$ cat src/hw/cmd_decode_pkg.sv
// How it works
// - Fieldbus word copied as is into internal bits 0 to 15; bits 16 up unused.
// - Bit 0 set requests a stop, bit 1 set requests a start; zero does nothing.
// - Forward when sign positive with bit 2 clear, or negative with bit 2 set.
// - Fault reset only on a rising bit 4 while a fault is active.
// - With fieldbus location choice, bit 5 set picks second location, clear picks first.
// - With fieldbus run permission, bit 6 set withdraws it, clear grants it.
// - Bits 7, 8, 9 request normal ramp, emergency ramp and coast stop.
// - With bits 7 to 9 all clear, the configured stop mode applies.
// - Bit 11 set forces the ramp generator output to zero.
// - Bit 12 set freezes the ramp generator output at its present value.
package cmd_decode_pkg;

    // ************************************************************
    // Register map
    // ************************************************************
    localparam logic [7:0] CMD_OFS = 8'h00;
    localparam logic [7:0] CFG_OFS = 8'h04;
    localparam logic [7:0] STATUS_OFS = 8'h08;
    localparam logic [7:0] INTERNAL_OFS = 8'h0c;

    localparam logic [15:0] CMD_RESET = 16'h0000;
    localparam logic [3:0] CFG_RESET = 4'h0;

    // ************************************************************
    // Command word fields
    // ************************************************************
    localparam int BIT_STOP = 0;
    localparam int BIT_START = 1;
    localparam int BIT_REVERSE = 2;
    localparam int BIT_FAULT_RESET = 4;
    localparam int BIT_SECOND_LOCATION = 5;
    localparam int BIT_RUN_DISABLE = 6;
    localparam int BIT_NORMAL_RAMP_STOP = 7;
    localparam int BIT_EMERGENCY_RAMP_STOP = 8;
    localparam int BIT_COAST_STOP = 9;
    localparam int BIT_RAMP_OUT_ZERO = 11;
    localparam int BIT_RAMP_HOLD = 12;

    // Bits 3 and 10 carry no function and are masked before decoding.
    localparam logic [15:0] CMD_USED_MASK = 16'hfbf7;

    // ************************************************************
    // Configuration fields
    // ************************************************************
    localparam int CFG_LOC_FB_BIT = 0;
    localparam int CFG_RUN_FB_BIT = 1;
    localparam int CFG_STOPMODE_LSB = 2;

    localparam logic [1:0] PARAM_STOP_RAMP = 2'h0;
    localparam logic [1:0] PARAM_STOP_EMERGENCY = 2'h1;
    localparam logic [1:0] PARAM_STOP_COAST = 2'h2;

    // ************************************************************
    // Status fields
    // ************************************************************
    localparam int ST_STOP = 0;
    localparam int ST_START = 1;
    localparam int ST_REVERSE = 2;
    localparam int ST_SECOND_LOCATION = 3;
    localparam int ST_RUN_ENABLE = 4;
    localparam int ST_RAMP_OUT_ZERO = 5;
    localparam int ST_RAMP_HOLD = 6;
    localparam int ST_FAULT_ACTIVE = 7;
    localparam int ST_STOP_MODE_LSB = 8;

    typedef enum logic [2:0] {
        STOP_NORMAL_RAMP = 3'h1,
        STOP_EMERGENCY_RAMP = 3'h2,
        STOP_COAST = 3'h4
    } stop_mode_t;

endpackage : cmd_decode_pkg

$ cat src/hw/rise_pulse.sv
module rise_pulse
    import cmd_decode_pkg::*;
(
    input wire logic clk_in,
    input wire logic rst_n_in,
    input wire logic level_in,
    input wire logic qualify_in,
    output logic pulse_out
);

    typedef struct packed {
        logic prev;
        logic pulse;
    } edge_state_t;

    edge_state_t state;
    edge_state_t next_state;

    always_comb begin
        next_state = state;
        next_state.prev = level_in;
        // A level that stays high gives one pulse only.
        next_state.pulse = level_in & ~state.prev & qualify_in;
    end

    always_ff @(posedge clk_in or negedge rst_n_in) begin
        if (!rst_n_in) begin
            state <= '0;
        end else begin
            state <= next_state;
        end
    end

    assign pulse_out = state.pulse;

endmodule : rise_pulse

$ cat src/hw/stop_mode_select.sv
module stop_mode_select
    import cmd_decode_pkg::*;
(
    input wire logic normal_ramp_stop_request_in,
    input wire logic emergency_ramp_stop_request_in,
    input wire logic coast_stop_request_in,
    input wire logic [1:0] param_stop_mode_in,
    output stop_mode_t stop_mode_out
);

    // Several requests at once are a master fault; the hardest stop wins for safety.
    always_comb begin
        if (coast_stop_request_in) begin
            stop_mode_out = STOP_COAST;
        end else if (emergency_ramp_stop_request_in) begin
            stop_mode_out = STOP_EMERGENCY_RAMP;
        end else if (normal_ramp_stop_request_in) begin
            stop_mode_out = STOP_NORMAL_RAMP;
        end else begin
            unique case (param_stop_mode_in)
                PARAM_STOP_EMERGENCY: stop_mode_out = STOP_EMERGENCY_RAMP;
                PARAM_STOP_COAST: stop_mode_out = STOP_COAST;
                default: stop_mode_out = STOP_NORMAL_RAMP;
            endcase
        end
    end

endmodule : stop_mode_select

$ cat src/hw/fieldbus_control_word_decoder.sv
// The plain strobed port and the register offsets were decided locally.
module fieldbus_control_word_decoder
    import cmd_decode_pkg::*;
#(
    parameter int ADDR_WIDTH = 8
) (
    input wire logic SYS_CLK_IN,
    input wire logic RST_N_IN,
    input wire logic [ADDR_WIDTH-1:0] ADDR_IN,
    input wire logic [31:0] WDATA_IN,
    input wire logic WRITE_IN,
    input wire logic READ_IN,
    output logic [31:0] RDATA_OUT,
    input wire logic REF_NEGATIVE_IN,
    input wire logic FAULT_ACTIVE_IN,
    input wire logic SECOND_LOCATION_LOCAL_IN,
    input wire logic RUN_ENABLE_LOCAL_IN,
    output logic [31:0] INTERNAL_COMMAND_OUT,
    output logic STOP_OUT,
    output logic START_OUT,
    output logic [2:0] STOP_MODE_OUT,
    output logic REVERSE_OUT,
    output logic FAULT_RESET_OUT,
    output logic SECOND_LOCATION_OUT,
    output logic RUN_ENABLE_OUT,
    output logic RAMP_OUT_ZERO_OUT,
    output logic RAMP_HOLD_OUT
);

    // ************************************************************
    // Elaboration checks
    // ************************************************************
    if (ADDR_WIDTH < 4 || ADDR_WIDTH > 8) begin : g_bad_addr
        $error("ADDR_WIDTH must lie between 4 and 8");
    end

    // ************************************************************
    // State
    // ************************************************************
    typedef struct packed {
        logic [15:0] cmd;
        logic [3:0] cfg;
        logic [31:0] rdata;
        logic stop;
        logic start;
        logic [2:0] stop_mode;
        logic reverse;
        logic second_location;
        logic run_enable;
        logic ramp_out_zero;
        logic ramp_hold;
    } dec_state_t;

    dec_state_t state;
    dec_state_t next_state;

    logic [7:0] addr;
    logic [15:0] used_cmd;
    logic [31:0] internal_cmd;
    logic [31:0] status_word;
    stop_mode_t resolved_mode;
    logic fault_reset_pulse;

    // A narrow address is zero-extended so the map keeps its byte offsets.
    assign addr = 8'(ADDR_IN);

    // The upper half of the internal word has no meaning under this profile.
    assign internal_cmd = {16'h0000, state.cmd};

    // Bits 3 and 10 are cleared before any decoding looks at them; bits 13 to 15 pass unmasked.
    assign used_cmd = state.cmd & CMD_USED_MASK;

    // ************************************************************
    // Helpers
    // ************************************************************
    stop_mode_select u_stop_mode (
        .normal_ramp_stop_request_in(used_cmd[BIT_NORMAL_RAMP_STOP]),
        .emergency_ramp_stop_request_in(used_cmd[BIT_EMERGENCY_RAMP_STOP]),
        .coast_stop_request_in(used_cmd[BIT_COAST_STOP]),
        .param_stop_mode_in(state.cfg[CFG_STOPMODE_LSB +: 2]),
        .stop_mode_out(resolved_mode)
    );

    rise_pulse u_fault_reset (
        .clk_in(SYS_CLK_IN),
        .rst_n_in(RST_N_IN),
        .level_in(used_cmd[BIT_FAULT_RESET]),
        .qualify_in(FAULT_ACTIVE_IN),
        .pulse_out(fault_reset_pulse)
    );

    // ************************************************************
    // Status view
    // ************************************************************
    always_comb begin
        status_word = 32'h0000_0000;
        status_word[ST_STOP] = state.stop;
        status_word[ST_START] = state.start;
        status_word[ST_REVERSE] = state.reverse;
        status_word[ST_SECOND_LOCATION] = state.second_location;
        status_word[ST_RUN_ENABLE] = state.run_enable;
        status_word[ST_RAMP_OUT_ZERO] = state.ramp_out_zero;
        status_word[ST_RAMP_HOLD] = state.ramp_hold;
        status_word[ST_FAULT_ACTIVE] = FAULT_ACTIVE_IN;
        status_word[ST_STOP_MODE_LSB +: 3] = state.stop_mode;
    end

    // ************************************************************
    // Register bus and decoding
    // ************************************************************
    always_comb begin
        next_state = state;
        next_state.rdata = 32'h0000_0000;

        if (WRITE_IN) begin
            unique case (addr)
                CMD_OFS: next_state.cmd = WDATA_IN[15:0];
                CFG_OFS: next_state.cfg = WDATA_IN[3:0];
                default: next_state.cmd = state.cmd;
            endcase
        end

        if (READ_IN) begin
            unique case (addr)
                CMD_OFS: next_state.rdata = {16'h0000, state.cmd};
                CFG_OFS: next_state.rdata = {28'h000_0000, state.cfg};
                STATUS_OFS: next_state.rdata = status_word;
                INTERNAL_OFS: next_state.rdata = internal_cmd;
                default: next_state.rdata = 32'h0000_0000;
            endcase
        end

        // A word holding both requests stops: stopping is the safe reading.
        next_state.stop = used_cmd[BIT_STOP];
        next_state.start = used_cmd[BIT_START] & ~used_cmd[BIT_STOP];
        next_state.stop_mode = resolved_mode;
        next_state.reverse = used_cmd[BIT_REVERSE] ^ REF_NEGATIVE_IN;

        if (state.cfg[CFG_LOC_FB_BIT]) begin
            next_state.second_location = used_cmd[BIT_SECOND_LOCATION];
        end else begin
            next_state.second_location = SECOND_LOCATION_LOCAL_IN;
        end

        if (state.cfg[CFG_RUN_FB_BIT]) begin
            next_state.run_enable = ~used_cmd[BIT_RUN_DISABLE];
        end else begin
            next_state.run_enable = RUN_ENABLE_LOCAL_IN;
        end

        next_state.ramp_out_zero = used_cmd[BIT_RAMP_OUT_ZERO];
        next_state.ramp_hold = used_cmd[BIT_RAMP_HOLD];
    end

    always_ff @(posedge SYS_CLK_IN or negedge RST_N_IN) begin
        if (!RST_N_IN) begin
            state <= '0;
            state.cmd <= CMD_RESET;
            state.cfg <= CFG_RESET;
            state.stop_mode <= STOP_NORMAL_RAMP;
        end else begin
            state <= next_state;
        end
    end

    // ************************************************************
    // Outputs
    // ************************************************************
    assign RDATA_OUT = state.rdata;
    assign INTERNAL_COMMAND_OUT = internal_cmd;
    assign STOP_OUT = state.stop;
    assign START_OUT = state.start;
    assign STOP_MODE_OUT = state.stop_mode;
    assign REVERSE_OUT = state.reverse;
    assign FAULT_RESET_OUT = fault_reset_pulse;
    assign SECOND_LOCATION_OUT = state.second_location;
    assign RUN_ENABLE_OUT = state.run_enable;
    assign RAMP_OUT_ZERO_OUT = state.ramp_out_zero;
    assign RAMP_HOLD_OUT = state.ramp_hold;

endmodule : fieldbus_control_word_decoder

$ cat config.mk
export PLATFORM = sky130hd
export DESIGN_NAME = fieldbus_control_word_decoder
export DESIGN_NICKNAME = d
export VERILOG_FILES = /design/src/hw/cmd_decode_pkg.sv /design/src/hw/rise_pulse.sv /design/src/hw/stop_mode_select.sv /design/src/hw/fieldbus_control_word_decoder.sv
export SDC_FILE = /design/constraint.sdc
export NUM_CORES = 1
export LEC_CHECK = 0
export BUFFER_PORTS_ARGS = -buffer_cell sky130_fd_sc_hd__buf_2
export CORE_MARGIN = 5
export CORE_UTILIZATION = 52
export CTS_BUF_LIST = sky130_fd_sc_hd__clkbuf_4
export DETAILED_ROUTE_END_ITERATION = 8
export HOLD_SLACK_MARGIN = 0.03
export PLACE_DENSITY = 0.87
export SLEW_MARGIN = 30
export SYNTH_ARGS = -nofsm -noshare
export SYNTH_HDL_FRONTEND = slang
export SYNTH_SLANG_ARGS = --single-unit
$ cat constraint.sdc
create_clock -name SYS_CLK_IN -period 1.4 [get_ports SYS_CLK_IN]
set_input_delay 0.42 -clock SYS_CLK_IN [delete_from_list [all_inputs] [get_ports SYS_CLK_IN]]
set_output_delay 0.42 -clock SYS_CLK_IN [all_outputs]
set_load 0.02 [all_outputs]
# Word level (Yosys, flattened, before mapping)
# Cells that the tools add are included.
[word_totals] word_cells=37 inputBits=48 reg_bits=64
[classes] reduce_logical=4 bitwise=7 eq_ne=5 n_mux=8
[ops] operator="$pmux W16 S3" n=1
[ops] operator="$eq A8 B4 Y1 const B" n=2
[ops] operator="$mux W16" n=1
[ops] operator="$mux W3" n=3
[ops] operator="$eq A8 B3 Y1 const B" n=1
[ops] operator="$logic_not A8 Y1" n=1
[ops] operator="$pmux W3 S2" n=1
[ops] operator="$reduce_and A2 Y1" n=2
[ops] operator="$and A1 B1 Y1" n=3
[ops] operator="$not A1 Y1" n=3
[ops] operator="$eq A2 B1 Y1 const B" n=1
[ops] operator="$eq A2 B2 Y1 const B" n=1
[ops] operator="$mux W1" n=2
[ops] operator="$reduce_or A2 Y1" n=1
[ops] operator="$xor A1 B1 Y1" n=1

# Depth between registers and ports, before layout
[depth] depth_word=5 depth_mapped=5 mapped_depth_nobuf=4

# Cells and area by module
# A second synthesis with hierarchy kept.
[hier_totals] hier_cells=212 area_unflattened_um2=2491.1
[modules_own_cells] mod="fieldbus_control_word_decoder" area_per_inst_um2=2361.0 instances=1 cells_per_inst=198 seq_area_each_um2=1152.4
[modules_own_cells] mod="stop_mode_select" area_per_inst_um2=71.3 instances=1 cells_per_inst=11 seq_area_each_um2=0.0
[modules_own_cells] mod="rise_pulse" area_per_inst_um2=58.8 instances=1 cells_per_inst=3 seq_area_each_um2=50.0

# Worst setup path before layout
# Ideal clock, no wire load.
[synth_path] path_type="input port to flip-flop" from="input port ADDR_IN[1]" to="register state (netlist bit INTERNAL_COMMAND_OUT[10])" n_path_buf=1 t_arrival_ns=1.793 path_stages=4 setup_slack_ns=-0.518 required_ns=1.275 path_cell_list="or4_4 -> nor3_4 -> buf_8 -> mux2_4"
[synth_via] elab_chain_cells=2
[synth_lines] item="start, declared" line_no="fieldbus_control_word_decoder.sv:9" text="input wire logic [ADDR_WIDTH-1:0] ADDR_IN,"
[synth_lines] item="$logic_not A8 Y1" line_no="fieldbus_control_word_decoder.sv:116" text="unique case (addr)"
[synth_lines] item="$reduce_and A2 Y1 (no line)"
[synth_lines] item="end signal, assigned" line_no="fieldbus_control_word_decoder.sv:162" text="state <= next_state;"
[synth_lines] item="end, declared" line_no="fieldbus_control_word_decoder.sv:54" text="dec_state_t state;"
# Every way passes these cells.
# A chain may end at the register's enable or synchronous reset.

# Worst setup path after layout
[layout_path] from="input port ADDR_IN[1]" to="register state[44] (netlist name)"
[layout_via] elab_chain_cells=2
[layout_lines] item="$eq A8 B3 Y1" line_no="fieldbus_control_word_decoder.sv:116"
[layout_lines] item="$reduce_and A2 Y1 (no line)"
# Every way passes these cells.

==> impl_metrics.toml <==
[layout]
fin_cells = 360
mostFrequentLayoutCell = "buf_2"
final_cell_mix = "buf_2 (54), dfrtp_1 (45), buf_4 (35), conb_1 (32), buf_6 (22)"
nets = 342
post-route-util = 0.667
diodes = 0
area_growth_pct = 23.4
drive_gt1_frac = 0.560

[route]
vias = 1696
via_per_inst = 4.71
wl_per_cell_um = 16.7
routed_wl_um = 6010
dr.pass1.iters = 4
ant_nets = 0
drcViolationCount = 0
drtIter0Drc = 93

[synth]
ys.flop_type = "dfrtp_1"
ys_seq_area_frac = 0.468
synth_mux_area_frac = 0.158
synthAdderAreaFrac = 0.00974
synth-edff-count = 0
synth_top_family_by_area = "buffers and inverters"
synth.cell_area_um2 = 2570
synth_compound_gate_area_share = 0.0560
synthSimpleGateAreaFrac = 0.0794
synth_warnings = 0
avgSynthCellArea_um2 = 12.1
yosysUniqueCellTypes = 31
synth_seq_cells = 48
synthXorXnorAreaFrac = 0.00682
synth_cells = 213
ys_async_sr_fraction = 1.00

[setup_path]
worst_r2r_path_depth = 5
cp.required_ns = 1.67
timing.rr.end = "RDATA_OUT[2]$_DFF_PN0_"
path_depth = 4
worst_path_max_delay_cell = "or4_4"
cp.arrival_ns = 1.84
r2r-start = "INTERNAL_COMMAND_OUT[2]$_DFFE_PN0P_"
crit_type = "primary input to register"
r2r_setup_slack_ns = 0.09
critPathLaunchType = "primary input"
cp-end-kind = "register"
critPathMaxFanout = 5
cp_top_family = "simple AND/OR/NAND/NOR gates"
crit_path_cell_trace = "buf_6, or4_4, or3_4, mux2_4"
max_stage_delay_ns = 0.58
critPathBufInv = 1
startpoint = "ADDR_IN[1]"

[grt]
grt_pass1_wl_um = 8650
grt_max_degree = 49
grt.overflow.total = 0
grt_usage = 0.179
antenna_found_initial = 0
grt_pass1_vias = 1695

[placement]
globalplace.congestion = 0.758
dp_hpwl_um = 3770
dp.cells = 324
io_buffers = 74

[sta]
clock_skew_ns = 0.00763
rsz0062_at_grt = "true"
timing.final.ws_setup_ns = -0.172
setup_viol = 32
fin_crit_sh = 1.12
period_needed_ns = 1.57
slew_violations = 0
max_freq_mhz = 636
hold_viol = 0

[die]
pin_count = 123
die_w_um = 80.3
start_util = 0.541
placementRows = 25
die_area_um2 = 6450
core_um2 = 4750
die_h_um = 80.3

[power_and_ir_drop]
p_leak_nw = 1.72
power_frac_comb = 0.192
sw_frac_of_total = 0.283
p_int_mw = 2.06
clock_power_share = 0.293
power.net_switching_uw = 813
power.density_nw_per_um2 = 906
irDropWorstVdd_mv = 0.621
finalPower_mw = 2.87
seqPwrFrac = 0.516

[status]
violations = "setup timing"
status = "finished, violations left"

[min_path]
hp-class = "primary input to register"
worstHoldStart = "REF_NEGATIVE_IN"
hold_depth = 2
holdPathEnd = "REVERSE_OUT$_DFF_PN0_"

[clock_network]
clockBufferDepth = 2
clk_pin_slew_worst_paths_ns = 0.14
root_buffer = "clkbuf_4"
cts-htree-levels = 2
cts_sinks = 48
clk_latency_ns = 0.37
cts_buffers = 5
cts_tree = "done"

[run]
drv_cap = 0
-- timing repair --
| item | in CTS | in global routing |
|---|---|---|
| resized for setup | 16 | 38 |
| hold buffers | 1 | 0 |
| gates cloned | 2 | 0 |
| pin swaps | 2 | 2 |
| setup endpoints to repair | 45 | 50 |
| setup buffers | 13 | 12 |
| hold endpoints to repair | 47 | 0 |
-- area by class of cell --
class	count	area, um^2
Clock buffer	5	37.5
Multi-Input combinational cell	118	970
Inverter	6	22.5
Clock inverter	3	42.5
Sequential cell	48	1200
Fill cell	370	1580
Timing Repair Buffer	113	811
Tap cell	67	83.8
-- logic make-up after synthesis --
logic type                 after synthesis
xor gates and xnor gates                 2
muxes                                   32
other                                    1
and+or+nand+nor                         32
DFF                                     48
AOI/OAI and AO/OA                       17
buffers and inverters                   79
adders and majority gates                2
-- worst max path at each step --
| stage | end | slack, ns |
|---|---|---|
| after floorplan | INTERNAL_COMMAND_OUT[10]$_DFFE_PN0P_ | -0.52 |
| after CTS | INTERNAL_COMMAND_OUT[8]$_DFFE_PN0P_ | -0.15 |
| after global routing | INTERNAL_COMMAND_OUT[8]$_DFFE_PN0P_ | -0.18 |
| after global placement | INTERNAL_COMMAND_OUT[0]$_DFFE_PN0P_ | -0.55 |
| after detailed placement | INTERNAL_COMMAND_OUT[0]$_DFFE_PN0P_ | -0.58 |
| final | state[44]$_DFFE_PN0P_ | -0.17 |
-- power groups by stage --
stage	Combinational, mW	Clock [mW]	Sequential [mW]
finish	0.551	0.841	1.48
floorplan	0.356	0	1.51
detailed placement	0.426	0	1.51
global route	0.593	0.928	1.49
CTS	0.490	0.842	1.48
global placement	0.418	0	1.51
-- per-layer routing --
layer  global-route usage  vias up  routed length (um)
met3               0.0493        7                 522
met2                0.312       88                3080
li1                     -      770                   -
met5                    0        -                   0
met4               0.0405        0                  67
met1                0.220      831                2350
-- cells in the mapped netlist (all sizes together), types with 2 or more instances --
cell type   n  share of area
a211oi      8          0.031
a22oi       6          0.018
mux2i       5          0.019
mux2       27           0.14
nor2b       6          0.015
xor2        2         0.0068
inv         6         0.0088
nor3        2         0.0083
buf        71           0.21
clkbuf      2         0.0029
nor2       10          0.015
and2        6          0.015
or4         2         0.0088
dfrtp      47           0.46
nand2       2         0.0029
ha          2         0.0097
-- state kept, by name, indices dropped and copies added, names as in the netlist --
register and flops:
u_fault_reset.state 1, SECOND_LOCATION_OUT 1, u_fault_reset.pulse_out 1, STOP_OUT 1
RDATA_OUT 16, STOP_MODE_OUT 3, RUN_ENABLE_OUT 1, START_OUT 1
RAMP_OUT_ZERO_OUT 1, REVERSE_OUT 1, state 4, RAMP_HOLD_OUT 1
INTERNAL_COMMAND_OUT 16
-- worst register-to-register path, stage by stage, from the launching register on --
cell      delay (ns)
dfrtp_1         0.44
buf_4           0.14
buf_4           0.14
nor2b_1         0.13
a211oi_1        0.29
a211oi_2        0.07
-- through the flow --
step           hold WS, ns  setup TNS [ns]  cell area [um^2]  worst slack, ns
5_1_grt              0.184           -4.79              3170           -0.182
6_report             0.210           -4.32              3170           -0.172
2_1_floorplan        0.124          -13.69              2690           -0.518
4_1_cts              0.199           -3.43              2960           -0.152
3_5_place_dp         0.390          -18.00              2700           -0.579
3_3_place_gp         0.379          -17.24              2700           -0.555
No activity file was read; power rests on OpenSTA's default activity.
